**config.mk**
```make
export PLATFORM = sky130hd
export DESIGN_NAME = bthl_loop_ctl
export DESIGN_NICKNAME = d
export VERILOG_FILES = /design/src/hdl/bthl_pkg.sv /design/src/hdl/bthl_loop_ctl.sv /design/src/hdl/bthl_sys_stack.sv
export VERILOG_INCLUDE_DIRS = /design/src /design/src/hdl
export SDC_FILE = /design/constraint.sdc
export NUM_CORES = 1
export LEC_CHECK = 0
export BUFFER_PORTS_ARGS = -buffer_cell sky130_fd_sc_hd__buf_2
export CAP_MARGIN = 30
export CORE_MARGIN = 10
export CORE_UTILIZATION = 60
export CTS_CLUSTER_DIAMETER = 100
export DETAILED_ROUTE_END_ITERATION = 8
export MAX_ROUTING_LAYER = met4
export PLACE_DENSITY = 0.76
export SYNTH_ARGS = -nofsm -noshare
export SYNTH_HDL_FRONTEND = slang
export SYNTH_HIERARCHICAL = 1
export SYNTH_SLANG_ARGS = --single-unit
```
**constraint.sdc**
```tcl
create_clock -name clk -period 4.8 [get_ports clk]
set_input_delay 0.24 -clock clk [delete_from_list [all_inputs] [get_ports clk]]
set_output_delay 0.24 -clock clk [all_outputs]
set_load 0.01 [all_outputs]
```
**src/hdl/bthl_regs.svh**
```systemverilog
`ifndef BTHL_REGS_SVH
`define BTHL_REGS_SVH

// Register byte offsets on the slave port
`define BTHL_OFS_STATUS   4'h0
`define BTHL_OFS_FLAGS    4'h4
`define BTHL_OFS_LOOP     4'h8
`define BTHL_OFS_CTRL     4'hc

// Condition flag field positions
`define BTHL_FLAG_CARRY   0
`define BTHL_FLAG_LIMIT   6

// Reset values
`define BTHL_FLAG_RESET   8'h00
`define BTHL_CTRL_RESET   1'b1
`define BTHL_ADDR_RESET   16'h0000
`define BTHL_COUNT_RESET  16'h0000

// System stack geometry
`define BTHL_STACK_WORDS  16
`define BTHL_STACK_WIDTH  32
`define BTHL_STACK_PTR_W  5
`define BTHL_STACK_ROOM   5'h0e

`endif

```
**src/hdl/bthl_pkg.sv**
```systemverilog
package bthl_pkg;

  // Decoded operation kinds presented by the sequencer
  typedef enum logic [4:0] {
    OPK_NONE                     = 5'h00,
    OPK_BIT_TEST_INVERT_OP       = 5'h01,
    OPK_BIT_TEST_ZERO_OP         = 5'h02,
    OPK_BIT_TEST_ONE_OP          = 5'h03,
    OPK_BIT_TEST_ONLY_OP         = 5'h04,
    OPK_LOOP_START_OP            = 5'h05,
    OPK_LOOP_FOREVER_OP          = 5'h06,
    OPK_COND_LOOP_BREAK_OP       = 5'h07,
    OPK_LOOP_ABORT_OP            = 5'h08,
    OPK_MOVE_OP                  = 5'h09,
    OPK_REPEAT_NEXT_OP           = 5'h0a,
    OPK_WAIT_OP                  = 5'h0b,
    OPK_STOP_OP                  = 5'h0c,
    OPK_PERIPH_RESET_OP          = 5'h0d,
    OPK_COND_EXEC_OP             = 5'h0e,
    OPK_COND_EXEC_FLAG_UPDATE_OP = 5'h0f,
    OPK_FLOW_OP                  = 5'h10
  } bthl_op_t;

  // One decoded operation with its operands
  typedef struct packed {
    bthl_op_t    kind;
    logic [3:0]  bitSelect;
    logic [15:0] memoryData;
    logic        condTrue;
    logic        parallelMove;
    logic        saturated;
    logic [7:0]  newFlags;
    logic [15:0] iterations;
    logic [15:0] endAddress;
    logic [15:0] bodyAddress;
  } bthl_op_req_t;

  // Controller states, one-hot
  typedef enum logic [4:0] {
    ST_IDLE      = 5'b00001,
    ST_PUSH_LOOP = 5'b00010,
    ST_POP_CTX   = 5'b00100,
    ST_WAIT      = 5'b01000,
    ST_STOP      = 5'b10000
  } bthl_state_t;

endpackage : bthl_pkg

```
**src/hdl/bthl_loop_ctl.sv**
```systemverilog
`timescale 1ns/1ps
`include "bthl_regs.svh"

module bthl_loop_ctl (
  // Clock and reset
  input  wire logic                 clk,
  input  wire logic                 rst_b,
  // Avalon-MM slave
  input  wire logic [3:0]           avsAddress,
  input  wire logic                 avsRead,
  input  wire logic                 avsWrite,
  input  wire logic [31:0]          avsWriteData,
  output logic      [31:0]          avsReadData,
  output logic                      avsWaitRequest,
  // Decoded operation from the sequencer
  input  wire logic                 opValid,
  input  wire bthl_pkg::bthl_op_req_t opReq,
  output logic                      opReady,
  output logic                      opDone,
  output logic                      opReject,
  output logic                      moveDropped,
  // Fetch address watch
  input  wire logic                 fetchValid,
  input  wire logic [15:0]          fetchAddress,
  output logic                      loopRedirect,
  output logic      [15:0]          redirectAddress,
  output logic                      loopExit,
  output logic                      loopActive,
  // Memory write-back of bit ops
  output logic                      bitWriteEnable,
  output logic      [15:0]          bitWriteData,
  // Flags, execution and system control
  output logic      [7:0]           conditionFlagReg,
  output logic                      execStrobe,
  output logic                      repeatHold,
  input  wire logic                 irqPending,
  output logic                      standbyWait,
  output logic                      standbyStop,
  output logic                      periphReset
);

  bthl_pkg::bthl_state_t state;
  bthl_pkg::bthl_state_t next_state;
  bthl_pkg::bthl_op_t    kind;

  logic [15:0] loopEndAddress;
  logic [15:0] loopIterationCount;
  logic [15:0] loopBodyAddress;
  logic        loopForever;
  logic [15:0] pendEnd;
  logic [15:0] pendCount;
  logic [15:0] pendBody;
  logic        pendForever;
  logic [15:0] repeatLeft;
  logic        rejectMode;
  logic        takeOp, doOp, rejectOp, parViolation;
  logic        isBitOp, isLoopOp, isProgOp, isStateOp;
  logic        endHit, endFinal, breakHit, abortHit, exitStart, startLoop;
  logic        stackPush, stackPop, testedBit, flagSwWrite, ctrlSwWrite;
  logic [15:0] bitMask, bitResult;
  logic [31:0] stackIn, stackTop, readMux;
  logic [4:0]  stackDepth;

  // Operation class decode
  assign kind      = opReq.kind;
  assign takeOp    = opValid && opReady;
  assign isBitOp   = (kind == bthl_pkg::OPK_BIT_TEST_INVERT_OP) ||
                     (kind == bthl_pkg::OPK_BIT_TEST_ZERO_OP) ||
                     (kind == bthl_pkg::OPK_BIT_TEST_ONE_OP) ||
                     (kind == bthl_pkg::OPK_BIT_TEST_ONLY_OP);
  assign isLoopOp  = (kind == bthl_pkg::OPK_LOOP_START_OP) ||
                     (kind == bthl_pkg::OPK_LOOP_FOREVER_OP) ||
                     (kind == bthl_pkg::OPK_COND_LOOP_BREAK_OP) ||
                     (kind == bthl_pkg::OPK_LOOP_ABORT_OP);
  assign isProgOp  = (kind == bthl_pkg::OPK_REPEAT_NEXT_OP) ||
                     (kind == bthl_pkg::OPK_WAIT_OP) ||
                     (kind == bthl_pkg::OPK_STOP_OP) ||
                     (kind == bthl_pkg::OPK_PERIPH_RESET_OP) ||
                     (kind == bthl_pkg::OPK_FLOW_OP);
  assign isStateOp = isLoopOp || (kind == bthl_pkg::OPK_WAIT_OP) ||
                     (kind == bthl_pkg::OPK_STOP_OP);

  assign parViolation = takeOp && (isBitOp || isLoopOp || isProgOp) && opReq.parallelMove;

  // Loop end detection on the fetch stream
  assign endHit   = (state == bthl_pkg::ST_IDLE) && loopActive && fetchValid &&
                    (fetchAddress == loopEndAddress);
  // final pass only for counted loops
  assign endFinal = endHit && !loopForever && (loopIterationCount == 16'h0001);

  // Refusals: parallel move, stack room, no loop to leave, end exit collision
  always_comb begin
    rejectOp = 1'b0;
    if (takeOp) begin
      if (parViolation && rejectMode) begin
        rejectOp = 1'b1;
      end else if (((kind == bthl_pkg::OPK_LOOP_START_OP) ||
                    (kind == bthl_pkg::OPK_LOOP_FOREVER_OP)) &&
                   (stackDepth > `BTHL_STACK_ROOM)) begin
        rejectOp = 1'b1;
      end else if (((kind == bthl_pkg::OPK_COND_LOOP_BREAK_OP) ||
                    (kind == bthl_pkg::OPK_LOOP_ABORT_OP)) && !loopActive) begin
        rejectOp = 1'b1;
      end else if (endFinal && isStateOp) begin
        rejectOp = 1'b1;
      end
    end
  end
  assign doOp = takeOp && !rejectOp;

  // break only on a true condition
  assign breakHit  = doOp && (kind == bthl_pkg::OPK_COND_LOOP_BREAK_OP) && opReq.condTrue;
  assign abortHit  = doOp && (kind == bthl_pkg::OPK_LOOP_ABORT_OP);
  assign exitStart = endFinal || breakHit || abortHit;
  assign startLoop = doOp && ((kind == bthl_pkg::OPK_LOOP_START_OP) ||
                              (kind == bthl_pkg::OPK_LOOP_FOREVER_OP));

  // context word first, then end address and count
  assign stackPush = ((state == bthl_pkg::ST_IDLE) && startLoop) ||
                     (state == bthl_pkg::ST_PUSH_LOOP);
  assign stackPop  = ((state == bthl_pkg::ST_IDLE) && exitStart) ||
                     (state == bthl_pkg::ST_POP_CTX);
  assign stackIn   = (state == bthl_pkg::ST_PUSH_LOOP) ? {loopEndAddress, loopIterationCount} :
                     {loopBodyAddress, 14'h0000, loopForever, loopActive};

  bthl_sys_stack u_stack (
    .clk      (clk),
    .rst_b    (rst_b),
    .push     (stackPush),
    .pop      (stackPop),
    .pushData (stackIn),
    .topData  (stackTop),
    .depth    (stackDepth)
  );

  // Next state
  always_comb begin
    next_state = state;
    case (state)
      bthl_pkg::ST_IDLE: begin
        if (exitStart) begin
          next_state = bthl_pkg::ST_POP_CTX;
        end else if (startLoop) begin
          next_state = bthl_pkg::ST_PUSH_LOOP;
        end else if (doOp && (kind == bthl_pkg::OPK_WAIT_OP)) begin
          next_state = bthl_pkg::ST_WAIT;
        end else if (doOp && (kind == bthl_pkg::OPK_STOP_OP)) begin
          next_state = bthl_pkg::ST_STOP;
        end
      end
      bthl_pkg::ST_PUSH_LOOP: next_state = bthl_pkg::ST_IDLE;
      bthl_pkg::ST_POP_CTX:   next_state = bthl_pkg::ST_IDLE;
      bthl_pkg::ST_WAIT: begin
        if (irqPending) begin
          next_state = bthl_pkg::ST_IDLE;
        end
      end
      bthl_pkg::ST_STOP: begin
        if (irqPending) begin
          next_state = bthl_pkg::ST_IDLE;
        end
      end
      default: next_state = bthl_pkg::ST_IDLE;
    endcase
  end

  // State register and handshakes tied to it
  always_ff @(posedge clk or negedge rst_b) begin
    if (!rst_b) begin
      state       <= bthl_pkg::ST_IDLE;
      opReady     <= 1'b0;
      standbyWait <= 1'b0;
      standbyStop <= 1'b0;
    end else begin
      state       <= next_state;
      opReady     <= (next_state == bthl_pkg::ST_IDLE);
      standbyWait <= (next_state == bthl_pkg::ST_WAIT);
      standbyStop <= (next_state == bthl_pkg::ST_STOP);
    end
  end

  // Loop registers
  always_ff @(posedge clk or negedge rst_b) begin
    if (!rst_b) begin
      loopEndAddress     <= `BTHL_ADDR_RESET;
      loopIterationCount <= `BTHL_COUNT_RESET;
      loopBodyAddress    <= `BTHL_ADDR_RESET;
      loopForever        <= 1'b0;
      loopActive         <= 1'b0;
      pendEnd            <= `BTHL_ADDR_RESET;
      pendCount          <= `BTHL_COUNT_RESET;
      pendBody           <= `BTHL_ADDR_RESET;
      pendForever        <= 1'b0;
    end else if (state == bthl_pkg::ST_PUSH_LOOP) begin
      // body address kept for branch back
      loopEndAddress     <= pendEnd;
      loopIterationCount <= pendCount;
      loopBodyAddress    <= pendBody;
      loopForever        <= pendForever;
      loopActive         <= 1'b1;
    end else if (state == bthl_pkg::ST_POP_CTX) begin
      // restore outer body, mode and activity
      loopBodyAddress    <= stackTop[31:16];
      loopForever        <= stackTop[1];
      loopActive         <= stackTop[0];
    end else if (exitStart) begin
      // restore outer end address and count
      loopEndAddress     <= stackTop[31:16];
      loopIterationCount <= stackTop[15:0];
    end else if (startLoop) begin
      pendEnd            <= opReq.endAddress;
      pendBody           <= opReq.bodyAddress;
      pendForever        <= (kind == bthl_pkg::OPK_LOOP_FOREVER_OP);
      pendCount          <= (kind == bthl_pkg::OPK_LOOP_FOREVER_OP) ? 16'h0000 :
                            opReq.iterations;
    end else if (endHit && !loopForever) begin
      loopIterationCount <= loopIterationCount - 16'h0001;
    end
  end

  // redirect decided on the fetch of the end address, or on a taken break or an abort
  always_ff @(posedge clk or negedge rst_b) begin
    if (!rst_b) begin
      loopRedirect    <= 1'b0;
      redirectAddress <= `BTHL_ADDR_RESET;
      loopExit        <= 1'b0;
    end else begin
      loopExit     <= exitStart;
      loopRedirect <= (endHit && !endFinal) || breakHit || abortHit;
      if (breakHit || abortHit) begin
        redirectAddress <= loopEndAddress + 16'h0001;
      end else if (endHit && !endFinal) begin
        redirectAddress <= loopBodyAddress;
      end
    end
  end

  // selected bit kept, set, cleared or inverted
  assign bitMask   = 16'h0001 << opReq.bitSelect;
  assign testedBit = |(opReq.memoryData & bitMask);
  always_comb begin
    case (kind)
      bthl_pkg::OPK_BIT_TEST_INVERT_OP: bitResult = opReq.memoryData ^ bitMask;
      bthl_pkg::OPK_BIT_TEST_ZERO_OP:   bitResult = opReq.memoryData & ~bitMask;
      bthl_pkg::OPK_BIT_TEST_ONE_OP:    bitResult = opReq.memoryData | bitMask;
      default:                          bitResult = opReq.memoryData;
    endcase
  end

  // Write-back and per-operation pulses
  always_ff @(posedge clk or negedge rst_b) begin
    if (!rst_b) begin
      bitWriteEnable <= 1'b0;
      bitWriteData   <= 16'h0000;
      opDone         <= 1'b0;
      opReject       <= 1'b0;
      moveDropped    <= 1'b0;
      execStrobe     <= 1'b0;
      periphReset    <= 1'b0;
    end else begin
      bitWriteEnable <= doOp && isBitOp && (kind != bthl_pkg::OPK_BIT_TEST_ONLY_OP);
      if (doOp && isBitOp) begin
        bitWriteData <= bitResult;
      end
      opDone      <= doOp;
      opReject    <= takeOp && rejectOp;
      moveDropped <= doOp && parViolation;
      // operation runs only on a true condition
      execStrobe  <= doOp && opReq.condTrue &&
                     ((kind == bthl_pkg::OPK_COND_EXEC_OP) ||
                      (kind == bthl_pkg::OPK_COND_EXEC_FLAG_UPDATE_OP));
      periphReset <= doOp && (kind == bthl_pkg::OPK_PERIPH_RESET_OP);
    end
  end

  // Condition flags; hardware update wins over a software write
  always_ff @(posedge clk or negedge rst_b) begin
    if (!rst_b) begin
      conditionFlagReg <= `BTHL_FLAG_RESET;
    end else if (doOp && isBitOp) begin
      // carry holds the bit before modification
      conditionFlagReg[`BTHL_FLAG_CARRY] <= testedBit;
    end else if (doOp && (kind == bthl_pkg::OPK_MOVE_OP) && opReq.saturated) begin
      // only limit changes on a move
      conditionFlagReg[`BTHL_FLAG_LIMIT] <= 1'b1;
    end else if (doOp && (kind == bthl_pkg::OPK_COND_EXEC_FLAG_UPDATE_OP) &&
                 opReq.condTrue) begin
      conditionFlagReg <= opReq.newFlags;
    end else if (flagSwWrite) begin
      conditionFlagReg <= avsWriteData[7:0];
    end
  end

  // hold the following instruction for its repeat count
  always_ff @(posedge clk or negedge rst_b) begin
    if (!rst_b) begin
      repeatLeft <= 16'h0000;
      repeatHold <= 1'b0;
    end else if (doOp && (kind == bthl_pkg::OPK_REPEAT_NEXT_OP)) begin
      repeatLeft <= opReq.iterations;
      repeatHold <= (opReq.iterations > 16'h0001);
    end else if (doOp && (repeatLeft != 16'h0000)) begin
      repeatLeft <= repeatLeft - 16'h0001;
      repeatHold <= (repeatLeft > 16'h0002);
    end
  end

  // Bus write strobes, taken at the edge with waitrequest low
  assign flagSwWrite = avsWrite && !avsWaitRequest && (avsAddress == `BTHL_OFS_FLAGS);
  assign ctrlSwWrite = avsWrite && !avsWaitRequest && (avsAddress == `BTHL_OFS_CTRL);

  // Control register: refusal mode for parallel moves
  always_ff @(posedge clk or negedge rst_b) begin
    if (!rst_b) begin
      rejectMode <= `BTHL_CTRL_RESET;
    end else if (ctrlSwWrite) begin
      rejectMode <= avsWriteData[0];
    end
  end

  // Read data select, unmapped reads as zero
  always_comb begin
    case (avsAddress)
      `BTHL_OFS_STATUS: readMux = {18'h00000, state, 1'b0, stackDepth,
                                   repeatHold, loopForever, loopActive};
      `BTHL_OFS_FLAGS:  readMux = {24'h000000, conditionFlagReg};
      `BTHL_OFS_LOOP:   readMux = {loopEndAddress, loopIterationCount};
      `BTHL_OFS_CTRL:   readMux = {31'h00000000, rejectMode};
      default:          readMux = 32'h0000_0000;
    endcase
  end

  // One wait cycle per access
  always_ff @(posedge clk or negedge rst_b) begin
    if (!rst_b) begin
      avsWaitRequest <= 1'b1;
      avsReadData    <= 32'h0000_0000;
    end else if (avsWaitRequest && (avsRead || avsWrite)) begin
      avsWaitRequest <= 1'b0;
      avsReadData    <= readMux;
    end else begin
      avsWaitRequest <= 1'b1;
    end
  end

  a_carry_tested: assert property (@(posedge clk) disable iff (!rst_b)
    (doOp && isBitOp) |=> (conditionFlagReg[`BTHL_FLAG_CARRY] == $past(testedBit)))
    else $error("carry does not hold tested bit");
  a_bit_modify: assert property (@(posedge clk) disable iff (!rst_b)
    (doOp && (kind == bthl_pkg::OPK_BIT_TEST_ONE_OP)) |=>
    (bitWriteEnable && (bitWriteData == ($past(opReq.memoryData) | $past(bitMask)))))
    else $error("bit set result wrong");
  a_par_refuse: assert property (@(posedge clk) disable iff (!rst_b)
    (parViolation && rejectMode) |=> (opReject && !opDone && !bitWriteEnable))
    else $error("parallel move not refused");
  a_loop_push: assert property (@(posedge clk) disable iff (!rst_b)
    startLoop |=> ##1 (loopActive && (stackDepth == $past(stackDepth, 2) + 5'h02)))
    else $error("loop start did not stack two words");
  a_loop_branch: assert property (@(posedge clk) disable iff (!rst_b)
    (endHit && !endFinal && !breakHit && !abortHit) |=>
    (loopRedirect && (redirectAddress == $past(loopBodyAddress))))
    else $error("no branch back at loop end");
  a_count_step: assert property (@(posedge clk) disable iff (!rst_b)
    (endHit && !loopForever && !exitStart) |=>
    (loopIterationCount == $past(loopIterationCount) - 16'h0001))
    else $error("loop count not decremented");
  a_loop_pop: assert property (@(posedge clk) disable iff (!rst_b)
    exitStart |=> (loopExit ##1 (stackDepth == $past(stackDepth, 2) - 5'h02)))
    else $error("loop exit did not pop two words");
  a_move_flags: assert property (@(posedge clk) disable iff (!rst_b)
    (doOp && (kind == bthl_pkg::OPK_MOVE_OP) && !flagSwWrite) |=>
    ((conditionFlagReg & 8'hbf) == ($past(conditionFlagReg) & 8'hbf)))
    else $error("move changed a flag other than limit");
  a_plain_cond: assert property (@(posedge clk) disable iff (!rst_b)
    (doOp && (kind == bthl_pkg::OPK_COND_EXEC_OP) && !flagSwWrite) |=> $stable(conditionFlagReg))
    else $error("plain conditional execute changed flags");
  a_wait_hold: assert property (@(posedge clk) disable iff (!rst_b)
    (standbyWait && !irqPending) |=> (standbyWait && !opReady && !standbyStop))
    else $error("wait standby left without interrupt");
  a_bus_answer: assert property (@(posedge clk) disable iff (!rst_b)
    ((avsRead || avsWrite) && avsWaitRequest) |=> !avsWaitRequest)
    else $error("bus access not answered in one cycle");

endmodule : bthl_loop_ctl

```
**src/hdl/bthl_sys_stack.sv**
```systemverilog
`timescale 1ns/1ps
`include "bthl_regs.svh"

module bthl_sys_stack (
  // Clock and reset
  input  wire logic                           clk,
  input  wire logic                           rst_b,
  // Stack operations
  input  wire logic                           push,
  input  wire logic                           pop,
  input  wire logic [`BTHL_STACK_WIDTH-1:0]   pushData,
  // Stack state
  output logic      [`BTHL_STACK_WIDTH-1:0]   topData,
  output logic      [`BTHL_STACK_PTR_W-1:0]   depth
);

  logic [`BTHL_STACK_WIDTH-1:0] mem [0:`BTHL_STACK_WORDS-1];
  logic [`BTHL_STACK_PTR_W-1:0] topIndex;

  // Top of stack, zero when empty
  assign topIndex = depth - 5'h01;
  assign topData  = (depth == 5'h00) ? 32'h0000_0000 : mem[topIndex[3:0]];

  // Entry storage
  always_ff @(posedge clk) begin
    if (push && (depth != 5'h10)) begin
      mem[depth[3:0]] <= pushData;
    end
  end

  // Occupancy pointer; push ignored when full, pop when empty
  always_ff @(posedge clk or negedge rst_b) begin
    if (!rst_b) begin
      depth <= 5'h00;
    end else if (push && !pop && (depth != 5'h10)) begin
      depth <= depth + 5'h01;
    end else if (pop && !push && (depth != 5'h00)) begin
      depth <= depth - 5'h01;
    end
  end

endmodule : bthl_sys_stack

```
==> metrics.md <==
| Metric | Value |
|---|---|
| Status | completed |
| Startpoint Class | flip-flop |
| Worst r2r dst | u_stack/mem[9][21] |
| Placed insts | 2992 |
| Fin cells | 3195 |
| Setup TNS | 0 ps |
| RSZ-0062 raised after global routing | no |
| TritonRoute pass-1 iters | 6 |
| H-tree levels | 3 |
| Period minus WS final | 4072 ps |
| Die ar. | 0.06244 mm2 |
| Vias post-DR | 20350 |
| Core Rows | 84 |
| Global router's overall resource usage | 0.2717 |
| Syn-to-layout area delta | 15.81% |
| Static leakage | 14.60 nW |
| Yosys reg bits | 723 |
| Grt total ovfl | 0 |
| Layout cell share with drive strength beyond 1 | 0.2382 |
| Pre-CTS setup slack | 782.0 ps |
| Reg2reg start | loopEndAddress[7] |
| Yosys top cell area share | 0.4849 |
| IO Port Bufs | 204 |
| WP data required | 5060 ps |
| Detailed Place HPWL | 51160 um |
| Initial antenna violation count | 0 |
| ANT nets after route | 0 |
| Die Y | 249.9 um |
| Worst-skew pair later-pin latency | 610 ps |
| Final period util | 0.8483 |
| Ys Warns | 6 |
| Final-stage net count | 2648 |
| Critical Path Sink Type | flip-flop |
| Max incr delay on CP | 670 ps |
| Routed Wire Length | 83660 um |
| Worst Hold Path Cells | 3 |
| Setup CP Type | reg2reg |
| CP max stage cell | nor2_4 |
| Worst Slack Setup Final | 727.9 ps |
| Gate Count Post-Synth | 2171 |
| XOR/XNOR Fraction of Synth Area | 0.01354 |
| Endpoints failing hold | 0 |
| # IOs | 229 |
| Synth top area cells | edfxtp_1, dfrtp_1, mux4_2, nand2_1, mux2i_1 |
| Mux share of post-synthesis cell area | 0.1407 |
| Final Wtd Congestion | 0.9340 |
| Crit path cell chain | xor2_1, nor4_1, nand4_1, or3_1, nand3_1, o21ai_0, buf_4, nand2_1, nor2_4, buf_4 |
| Hold endpoint | conditionFlagReg[2] |
| EDFF count, synth | 512 |
| Highest Clock Rate | 245.6 MHz |
| DRC viols | 0 |
| Num CTS Buffers | 74 |
| Hold Startpoint | avsWriteData[2] |
| Clk root buf | clkbuf_16 |
| Hold Crit Class | in2reg |
| Clock slew at reported path FFs | 60 ps |
| Adder-Cell Fraction of Synth Area | 0.02249 |
| Max_cap viols | 0 |
| CTS tree | done |
| Seq/Total Area, Yosys | 0.6516 |
| PD cells | 540.2 mW/mm2 |
| Most used DFF post-synth | edfxtp_1 |
| Post_cts resized | 0 |
| Post-CTS Hold Buffers | 66 |
| Post-synth ARST share | 0.2918 |
| Most frequent CP cell | buf_4 |
| Crit path max fanout | 17 |
| Drt wl/cell | 26.18 um |
| Count of cell types in the netlist | 73 |
| Vias in the first global route | 20520 |
| Core area | 0.05245 mm2 |
| Largest family of logic cells by synthesized area | multiplexers |
| Synthesized area | 0.03170 mm2 |
| Max Root-Sink Buffers | 3 |
| Area leader, netlist | edfxtp_1 |
| Max IR drop VDD | 0.2960 mV |
| Net count after synthesis | 2371 |
| Mapped Avg Cell Area | 14.60 um2 |
| Slew headroom | 0.3339 |
| Final Skew | 22.29 ps |
| Initial Util | 0.6045 |
| Post-CTS Setup Inserts | 0 |
| Worst-Margin Slew | 996.7 ps |
| Iter 0 DRT Violations | 2210 |
| R2R depth | 10 |
| Buf+Inv Stages, Crit Path | 2 |
| Compound-Gate Fraction of Synth Area | 0.06713 |
| Largest net degree at the start of global routing | 113 |
| Setup violations, final | 0 |
| Horiz. Die Dim | 249.9 um |
| Max Slew Vio Count | 0 |
| R2R setup slack | 730 ps |
| CP arrival | 4340 ps |
| First-pass GRT wire length | 127000 um |
| Crit-path leading delay family | simple AND/OR/NAND/NOR gates |
| Clock tree sinks | 723 |
| DR vias/cell | 6.369 |
| Simple-gate portion of the synthesized area | 0.07968 |
## worst max-delay path by stage
| stage | from | to | slack, ps | cells past startpoint |
|---|---|---|---|---|
| floorplan | state[3] | u_stack/mem[15][0] | 580 | 9 |
| global placement | opReq[80] | u_stack/mem[9][29] | 750 | 11 |
| detailed placement | loopEndAddress[2] | u_stack/mem[9][23] | 780 | 10 |
| CTS | loopEndAddress[2] | u_stack/mem[9][21] | 770 | 10 |
| global route | loopEndAddress[14] | u_stack/mem[9][21] | 630 | 10 |
| finish | loopEndAddress[7] | u_stack/mem[9][21] | 730 | 10 |
## stage by stage
step,utilization,hold slack (ps),power (mW),cell area (um2)
final,0.7001,17.41,19.83,36720
after detailed placement,0.6418,378.0,14.13,33660
after global routing,0.7000,23.99,20.63,36710
after global placement,0.6418,373.1,13.95,33660
after floorplan,-,-55.59,12.21,31700
after CTS,0.6990,3.106,19.76,36660
## state kept, by name, indices dropped and copies added, names as in the netlist, 5 cells and up
| name | flops |
|---|---|
| repeatLeft | 16 |
| pendBody | 16 |
| redirectAddress | 16 |
| loopEndAddress | 16 |
| conditionFlagReg | 8 |
| avsReadData | 32 |
| loopBodyAddress | 16 |
| loopIterationCount | 16 |
| pendEnd | 16 |
| u_stack/depth | 5 |
| bitWriteData | 16 |
| u_stack/mem | 512 |
| state | 5 |
| pendCount | 16 |
## cells in the mapped netlist, types with 50 or more instances
master / number
nor2_1: 116
edfxtp_1: 512
mux2_2: 52
ha_1: 57
clkbuf_1: 81
o22ai_1: 54
a21oi_1: 79
dfrtp_1: 208
mux4_2: 128
o21ai_0: 107
nand2_1: 247
mux2i_1: 89
inv_1: 50
## cell families (layout without fill, tap and decap cells)
group,count (synthesis),count (layout)
DFF,723,723
and+or+nand+nor,540,540
AOI/OAI and AO/OA,344,344
muxes,278,278
buffers and inverters,180,515
adders and majority gates,57,57
xor gates and xnor gates,49,49
other,0,1
## worst min-delay path: cells and delay by family
kind	cells	cell delay, ps
multiplexers	2	260
buffers and inverters	1	80
## area by class of cell
| type | instances | area (um2) |
|---|---|---|
| diodes | 1 | 2.502 |
| flip-flops and latches | 723 | 20660 |
| clock buffers | 97 | 2054 |
| fillers | 3308 | 15730 |
| clock inverters | 37 | 282.8 |
| inverters | 52 | 195.2 |
| well taps | 688 | 860.8 |
| repair buffers | 329 | 2212 |
| multi-input cells | 1268 | 10450 |
## power by group
part	switching, mW	internal [mW]
clock	2.36	3.23
combinational	3.49	2.60
sequential	0.603	7.56
total	6.45	13.4
## cells in the final DEF (no fill, tap or decap), types with 18 or more instances in the layout
cell type | synthesis | layout
nand3_1 | 31 | 30
a21oi_1 | 79 | 79
inv_1 | 50 | 50
o22ai_1 | 54 | 54
mux2i_1 | 89 | 89
clkbuf_16 | 0 | 79
nor3_1 | 23 | 21
a221oi_1 | 21 | 21
nor2_1 | 116 | 98
xor2_1 | 31 | 30
edfxtp_1 | 512 | 512
dfrtp_1 | 208 | 207
and2_1 | 21 | 21
mux2_2 | 52 | 52
buf_4 | 4 | 54
nand2_1 | 247 | 247
buf_2 | 27 | 203
xnor2_1 | 18 | 18
ha_1 | 57 | 56
a22oi_1 | 22 | 22
o21ai_0 | 107 | 106
nor4_1 | 22 | 21
dlygate4sd3_1 | 0 | 66
mux4_2 | 128 | 128
## metal layers
| layer | part of all wire | GRT usage | routed length (um) |
|---|---|---|---|
| met2 | 0.49 | 0.4281 | 40840 |
| met1 | 0.40 | 0.3604 | 33390 |
| met5 | 0 | - | 0 |
| met4 | 0.025 | 0.08104 | 2073 |
| met3 | 0.088 | 0.04663 | 7350 |
No activity file was read; power rests on OpenSTA's default activity.
